--- config.mk ---
export PLATFORM = sky130hd
export DESIGN_NAME = skip_alu
export DESIGN_NICKNAME = d
export VERILOG_FILES = /design/src/include/skip_alu_pkg.sv /design/src/rtl/complement_adder.sv /design/src/rtl/skip_alu.sv
export SDC_FILE = /design/constraint.sdc
export NUM_CORES = 1
export LEC_CHECK = 0
export BUFFER_PORTS_ARGS = -buffer_cell sky130_fd_sc_hd__buf_2
export CORE_ASPECT_RATIO = 0.75
export CORE_MARGIN = 2
export CORE_UTILIZATION = 55
export DETAILED_ROUTE_END_ITERATION = 8
export PLACE_DENSITY = 0.8
export SLEW_MARGIN = 0
export SYNTH_ARGS = -nofsm -noshare
export SYNTH_HDL_FRONTEND = slang
export SYNTH_SLANG_ARGS = --single-unit
--- constraint.sdc ---
create_clock -name core_clk -period 2.95 [get_ports core_clk]
set_input_delay 0.295 -clock core_clk [delete_from_list [all_inputs] [get_ports core_clk]]
set_output_delay 0.295 -clock core_clk [all_outputs]
set_load 0.03 [all_outputs]
--- src/include/skip_alu_pkg.sv ---
// What this block does
// - Rotate right through carry into accumulator
// - Subtract with borrow into accumulator, flags
// - Subtract with borrow into memory, flags
// - Decrement memory, skip when zero
// - Decrement into accumulator, skip when zero
// - Skip discards prefetch, adds dummy cycle
// - Set whole byte to ones
// - Set one selected bit
// - Increment memory, skip when zero
// - Increment into accumulator, skip when zero
// - Skip when selected bit is one
// - Subtract memory into accumulator, flags
// - Subtract memory into memory, flags
// - Subtract immediate into accumulator, flags
// - Swap nibbles of memory in place
// - Timer, timeout, powerdown bits never altered
`default_nettype none
package skip_alu_pkg;

  localparam int BYTE_W = 8;
  localparam int NIBBLE_W = 4;
  localparam int LSB_POS = 0;
  localparam int BIT_SEL_W = 3;
  localparam logic [7:0] ZERO_BYTE = 8'h00;
  localparam logic [7:0] BYTE_ONE = 8'h01;
  localparam logic [7:0] ALL_ONES = 8'hFF;
  localparam logic [7:0] ACC_RESET = 8'h00;

  typedef enum logic [3:0] {
    rotate_right_through_flag_to_acc = 4'h0,
    subtract_with_borrow_to_acc = 4'h1,
    subtract_with_borrow_to_mem = 4'h2,
    decrement_skip_zero = 4'h3,
    decrement_to_acc_skip_zero = 4'h4,
    set_byte = 4'h5,
    set_bit = 4'h6,
    increment_skip_zero = 4'h7,
    increment_to_acc_skip_zero = 4'h8,
    skip_if_bit_one = 4'h9,
    subtract_to_acc = 4'hA,
    difference_to_mem = 4'hB,
    subtract_immediate = 4'hC,
    swap_nibbles = 4'hD
  } op_code_type;

  typedef struct packed {
    op_code_type code;
    logic [BIT_SEL_W-1:0] bit_sel;
    logic [BYTE_W-1:0] operand;
    logic [BYTE_W-1:0] literal;
  } op_req_type;

  typedef struct packed {
    logic timer_flag_two;
    logic timer_flag_one;
    logic timeout_bit;
    logic powerdown_bit;
    logic sign_wrap_bit;
    logic zero_bit;
    logic nibble_carry_bit;
    logic carry_bit;
  } status_type;

  localparam status_type STATUS_RESET = '0;

  typedef struct packed {
    logic we;
    logic [BYTE_W-1:0] data;
  } mem_wr_type;

endpackage
`default_nettype wire

--- src/rtl/complement_adder.sv ---
`timescale 1ns/100ps
`default_nettype none
module complement_adder (
  input wire logic [skip_alu_pkg::BYTE_W-1:0] a,
  input wire logic [skip_alu_pkg::BYTE_W-1:0] b,
  input wire logic carry_in,
  output logic [skip_alu_pkg::BYTE_W-1:0] sum,
  output logic carry_out,
  output logic nibble_carry,
  output logic sign_wrap
);
  import skip_alu_pkg::*;

  logic [BYTE_W-1:0] b_inv;
  logic [BYTE_W:0] full;
  logic [NIBBLE_W:0] low;

  // a + ~b + carry_in; carry out is the no-borrow indication
  assign b_inv = ~b;
  assign full = {1'b0, a} + {1'b0, b_inv} + {{BYTE_W{1'b0}}, carry_in};
  assign low = {1'b0, a[NIBBLE_W-1:0]} + {1'b0, b_inv[NIBBLE_W-1:0]} + {{NIBBLE_W{1'b0}}, carry_in};
  assign sum = full[BYTE_W-1:0];
  assign carry_out = full[BYTE_W];
  assign nibble_carry = low[NIBBLE_W];
  assign sign_wrap = (a[BYTE_W-1] == b_inv[BYTE_W-1]) && (sum[BYTE_W-1] != a[BYTE_W-1]);

endmodule // complement_adder
`default_nettype wire

--- src/rtl/skip_alu.sv ---
`timescale 1ns/100ps
`default_nettype none
module skip_alu (
  input wire logic core_clk,
  input wire logic resetn,
  input wire logic op_valid,
  output logic op_ready,
  input wire skip_alu_pkg::op_req_type op_req,
  output skip_alu_pkg::mem_wr_type mem_wr,
  output logic [skip_alu_pkg::BYTE_W-1:0] acc,
  output skip_alu_pkg::status_type status,
  output logic skip_dummy
);
  import skip_alu_pkg::*;

  logic [BYTE_W-1:0] acc_q, acc_d;
  status_type status_q, status_d;
  mem_wr_type mem_wr_q, mem_wr_d;
  logic skip_q, skip_d;
  logic take;
  logic [BYTE_W-1:0] add_b, add_sum, inc_val, dec_val, bit_mask;
  logic add_cin, add_c, add_ac, add_ov;

  // ---------------------------------------------------------------
  // Operand preparation
  // ---------------------------------------------------------------
  // A skip holds off the next request for one dummy cycle
  assign op_ready = !skip_q;
  assign take = op_valid && op_ready;

  assign add_b = (op_req.code == subtract_immediate) ? op_req.literal : op_req.operand;
  assign add_cin = (op_req.code == subtract_with_borrow_to_acc ||
                    op_req.code == subtract_with_borrow_to_mem) ? status_q.carry_bit : 1'b1;
  assign inc_val = op_req.operand + BYTE_ONE;
  assign dec_val = op_req.operand - BYTE_ONE;
  assign bit_mask = BYTE_ONE << op_req.bit_sel;

  complement_adder u_adder (
    .a(acc_q),
    .b(add_b),
    .carry_in(add_cin),
    .sum(add_sum),
    .carry_out(add_c),
    .nibble_carry(add_ac),
    .sign_wrap(add_ov)
  );

  // ---------------------------------------------------------------
  // Next state
  // ---------------------------------------------------------------
  always_comb begin
    acc_d = acc_q;
    status_d = status_q;
    mem_wr_d.we = 1'b0;
    mem_wr_d.data = mem_wr_q.data;
    skip_d = 1'b0;
    if (take) begin
      case (op_req.code)
        rotate_right_through_flag_to_acc: begin
          acc_d = {status_q.carry_bit, op_req.operand[BYTE_W-1:LSB_POS+1]};
          status_d.carry_bit = op_req.operand[LSB_POS];
        end
        subtract_with_borrow_to_acc, subtract_to_acc, subtract_immediate: begin
          acc_d = add_sum;
          status_d.sign_wrap_bit = add_ov;
          status_d.zero_bit = (add_sum == ZERO_BYTE);
          status_d.nibble_carry_bit = add_ac;
          status_d.carry_bit = add_c;
        end
        subtract_with_borrow_to_mem, difference_to_mem: begin
          mem_wr_d.we = 1'b1;
          mem_wr_d.data = add_sum;
          status_d.sign_wrap_bit = add_ov;
          status_d.zero_bit = (add_sum == ZERO_BYTE);
          status_d.nibble_carry_bit = add_ac;
          status_d.carry_bit = add_c;
        end
        decrement_skip_zero: begin
          mem_wr_d.we = 1'b1;
          mem_wr_d.data = dec_val;
          skip_d = (dec_val == ZERO_BYTE);
        end
        decrement_to_acc_skip_zero: begin
          acc_d = dec_val;
          skip_d = (dec_val == ZERO_BYTE);
        end
        set_byte: begin
          mem_wr_d.we = 1'b1;
          mem_wr_d.data = ALL_ONES;
        end
        set_bit: begin
          mem_wr_d.we = 1'b1;
          mem_wr_d.data = op_req.operand | bit_mask;
        end
        increment_skip_zero: begin
          mem_wr_d.we = 1'b1;
          mem_wr_d.data = inc_val;
          skip_d = (inc_val == ZERO_BYTE);
        end
        increment_to_acc_skip_zero: begin
          acc_d = inc_val;
          skip_d = (inc_val == ZERO_BYTE);
        end
        skip_if_bit_one: begin
          skip_d = op_req.operand[op_req.bit_sel];
        end
        swap_nibbles: begin
          mem_wr_d.we = 1'b1;
          mem_wr_d.data = {op_req.operand[NIBBLE_W-1:LSB_POS], op_req.operand[BYTE_W-1:NIBBLE_W]};
        end
        default: begin
          skip_d = 1'b0;
        end
      endcase
    end
  end

  // ---------------------------------------------------------------
  // Registers
  // ---------------------------------------------------------------
  // The upper four status bits are only ever copied, never written
  always_ff @(posedge core_clk or negedge resetn) begin
    if (!resetn) begin
      acc_q <= ACC_RESET;
      status_q <= STATUS_RESET;
      mem_wr_q <= '0;
      skip_q <= 1'b0;
    end else begin
      acc_q <= acc_d;
      status_q <= status_d;
      mem_wr_q <= mem_wr_d;
      skip_q <= skip_d;
    end
  end

  assign acc = acc_q;
  assign status = status_q;
  assign mem_wr = mem_wr_q;
  assign skip_dummy = skip_q;
endmodule // skip_alu
`default_nettype wire

==> key figures <==
Synth
  • Proportion of synthesized chip area in sequential cells: 0.207
  • Number of enable-type register cells in the synthesized netlist: 0
  • Share of synthesized registers carrying an async set or reset: 1.00
  • Synthesized area: 0.00266 mm²
  • Yosys Warn Count: 0
  • Most used flip-flop cell after synthesis: dfrtp_1
  • Cell type with the highest aggregate area in the netlist: dfrtp_1
  • Number of distinct library cells after synthesis: 68
  • Gate count of the mapped netlist: 342
  • Post-Syn Area per Cell: 7.77 µm²
  • Top-area cell type share of the netlist area: 0.207
  • Cell types occupying the most area after synthesis: dfrtp_1 21%, o21ai_0 5.3%, ha_1 4.7%
  • Flop and latch count out of synthesis: 22

Finish
  • Area growth from synthesis to layout: 13.3%
  • Antenna fix cells: 0
  • Fill cell instance count of the final layout: 401
  • Share of post-route cells with drive strength above 1: 0.232
  • Cell Count, Final, Fillers Out: 437
  • Number of nets in the final layout: 420

Routing
  • Count of antenna-violating nets left after detailed routing: 0
  • Total Wirelength: 8280 µm
  • Starting DRC count in detailed routing: 316
  • # DRC: 0
  • Router iterations before antenna repair: 8
  • Drt wl/cell: 19.0 µm
  • Vias after detailed routing: 2,909
  • Vias per std cell: 6.66

Die
  • Area of the die: 0.00541 mm²
  • Die width: 84.3 µm
  • Core area: 0.00455 mm²
  • Chip Height: 64.2 µm
  • Initial core utilization: 0.585
  • Number of placement rows: 21
  • Number of top-level pins: 53

GRT
  • Number of global-route vias before repair: 2,643
  • Total Routing Usage GR: 0.322
  • Maximum number of pins on one net before global-route repair: 26
  • First-pass GRT wire length: 13,700 µm
  • Antenna violations before repair: 0
  • Global route total overflow: 0

Timing
  • Setup clock skew after layout: 0.00859 ns
  • Share of the clock period used by the worst path after layout: 0.905
  • Worst Hold Slack: -0.0163 ns
  • Worst max-slew margin expressed relative to the limit: 0.418
  • Transition time of the tightest slew-check pin: 0.865 ns
  • Setup Viol. Count Final: 0
  • Final WS setup: 0.279 ns
  • Sum Neg Setup Slack: 0 ns
  • Unrepaired setup endpoints after global routing: false
  • Post-layout minimum cycle time: 2.67 ns
  • Max Transition Viols Final: 0
  • Highest clock frequency the design can meet: 374 MHz
  • Final count of hold timing violations: 11

CTS
  • Depth of the CTS H-tree: 1
  • Number of clock sinks seen by CTS: 22
  • Clk Latency, worst-skew pair: 0.27 ns
  • Inserted Clock Buffers: 3
  • Max clock buf depth: 2
  • TritonCTS clock tree: done
  • Count of hold buffers inserted by post-cts repair: 0
  • Root buf cell: clkbuf_8
  • Number of gates resized after cts: 0
  • Clock input transition at the sequential cells of the worst setup and hold paths: 0.08 ns
  • Post-CTS Setup Inserts: 0

Setup path
  • Launch point of the worst reg-to-reg path: status[0]$_DFFE_PN0P_
  • Crit Path Class: reg -> reg
  • Critical Path RT: 3.10 ns
  • Critical Path Most Common Cell: fa_2
  • Crit-path max FO: 3
  • CP peak stage delay: 0.40 ns
  • Critical Path Slowest Stage Cell: dfrtp_1
  • Critical path data arrival time: 2.82 ns
  • Reg2reg end: mem_wr[6]$_DFFE_PN0P_
  • Critical path startpoint category: flop
  • Cells along the critical path: inv_1 > and3_4 > fa_2 > inv_2 > fa_2 > a21o_1 > a221oi_1 > xnor2_1 > nor2_1 > o32a_1
  • Worst-case register-to-register setup slack: 0.28 ns
  • Element type at the critical path end: flop
  • Worst r2r path cells: 10

Placed design
  • Pre-CTS setup slack: 0.0488 ns
  • Count of buffers from port buffering: 48
  • Routability congestion estimate: 1.00
  • Total half-perimeter wirelength after legalization and detailed placement: 6590 µm
  • DP Cell Count: 434

Pwr
  • Share of total power in combinational logic: 0.585
  • Power share of the clock group: 0.130
  • P per Cell Area: 485 mW/mm²
  • Internal power: 0.767 mW
  • Switching Share: 0.474
  • Sum of internal, switching and leakage power: 1.46 mW
  • Static leakage power: 1.23 nW
  • Peak supply drop: 0.368 mV
  • Switching power: 0.691 mW
  • Relative contribution of sequential cells to total power: 0.285

Run status
  • Result of the run: finished, violations left
  • Violations in the final reports: hold timing

Hold path
  • Class of the tightest hold or removal check: in -> async

Job
  • Number of max-cap violations: 0
area by class of cell:
| cell class | count | area, µm² | share of cell area |
|---|---|---|---|
| flip-flops and latches | 22 | 551 | 0.183 |
| multi-input cells | 280 | 1950 | 0.646 |
| clock buffers | 3 | 41.3 | 0.0137 |
| inverters | 11 | 41.3 | 0.0137 |
| well taps | 57 | 71.3 | 0.0237 |
| repair buffers | 64 | 360 | 0.120 |
cells in the mapped netlist, types with 3 or more instances:
library cell  instances
a211oi_1              3
a21o_1                4
a21oi_1              21
a221oi_1              9
a31oi_1               9
a41oi_1               3
and2_1                3
and3_1                5
buf_2                 9
buf_4                 4
clkbuf_1             16
dfrtp_1              22
ha_1                 10
inv_1                11
mux2i_1               9
nand2_1              30
nand2b_1              7
nand3_1               9
nor2_1               23
nor2b_1              10
nor3_1                6
nor3b_1               5
o2111ai_1             3
o21ai_0              28
o21bai_1              3
o22ai_1               4
o32a_1                4
or3b_2                3
xnor2_1               8
xor2_1                8
through the flow:
| stage | instance area, µm² | utilization |
|---|---|---|
| 2_1_floorplan | 2720 | - |
| 4_1_cts | 3010 | 0.662 |
| 5_1_grt | 3010 | 0.662 |
| 6_report | 3010 | 0.662 |
| 3_3_place_gp | 2970 | 0.653 |
| 3_5_place_dp | 2970 | 0.653 |
flip-flops by register name, indices dropped and copies added, names as in the netlist:
register	count
skip_dummy	1
acc	8
status	4
mem_wr	9
worst max-delay path by stage:
stage / from / to / slack [ns] / depth (start not counted)
3_5_place_dp: op_req[19] / status[2]$_DFFE_PN0P_ / 0.05 / 12
3_3_place_gp: op_req[19] / status[2]$_DFFE_PN0P_ / 0.08 / 9
5_1_grt: op_req[22] / status[2]$_DFFE_PN0P_ / 0.08 / 13
4_1_cts: status[0]$_DFFE_PN0P_ / status[2]$_DFFE_PN0P_ / 0.29 / 8
2_1_floorplan: op_req[19] / status[2]$_DFFE_PN0P_ / 0.02 / 11
6_report: status[0]$_DFFE_PN0P_ / mem_wr[6]$_DFFE_PN0P_ / 0.28 / 10
cells in the final DEF, fill, tap and decap left out, types with 10 or more instances in the layout:
master	Yosys	layout
o21ai_0	28	28
ha_1	10	10
nor2b_1	10	10
a21oi_1	21	21
buf_4	4	16
buf_2	9	48
inv_1	11	10
nand2_1	30	30
nor2_1	23	22
dfrtp_1	22	22
critical path: cells and delay by family (launching register included):
family / cells / cell delay (ns)
AOI/OAI and AO/OA: 3 / 0.84
adders and majority gates: 2 / 0.60
DFF: 1 / 0.40
and+or+nand+nor: 2 / 0.30
xor gates and xnor gates: 1 / 0.26
buffers and inverters: 2 / 0.14
power by group through the flow:
stage                     Clock (mW)  Sequential (mW)  Combinational [mW]
after floorplan                    0            0.549               0.470
after global placement             0            0.419               0.827
after detailed placement           0            0.421               0.834
after CTS                      0.191            0.415               0.839
after global routing           0.207            0.424               0.920
final                          0.190            0.415               0.853
per-layer routing:
layer / vias up / GRT usage / wire (µm)
li1: 1356 / - / -
met1: 1373 / 0.463 / 3670
met2: 162 / 0.492 / 3590
met3: 18 / 0.0711 / 852
met4: 0 / 0.0766 / 172
met5: - / 0 / 0
cells by family (layout without fill, tap and decap cells):
| logic type | Yosys count | after routing | synth area share |
|---|---|---|---|
| muxes | 11 | 11 | 0.0508 |
| buffers and inverters | 43 | 78 | 0.0734 |
| and+or+nand+nor | 117 | 117 | 0.239 |
| xor gates and xnor gates | 16 | 16 | 0.0527 |
| other | 1 | 4 | 0.00141 |
| DFF | 22 | 22 | 0.207 |
| AOI/OAI and AO/OA | 120 | 120 | 0.314 |
| adders and majority gates | 12 | 12 | 0.0621 |
Note: power is estimated with default switching activity, not from simulation.
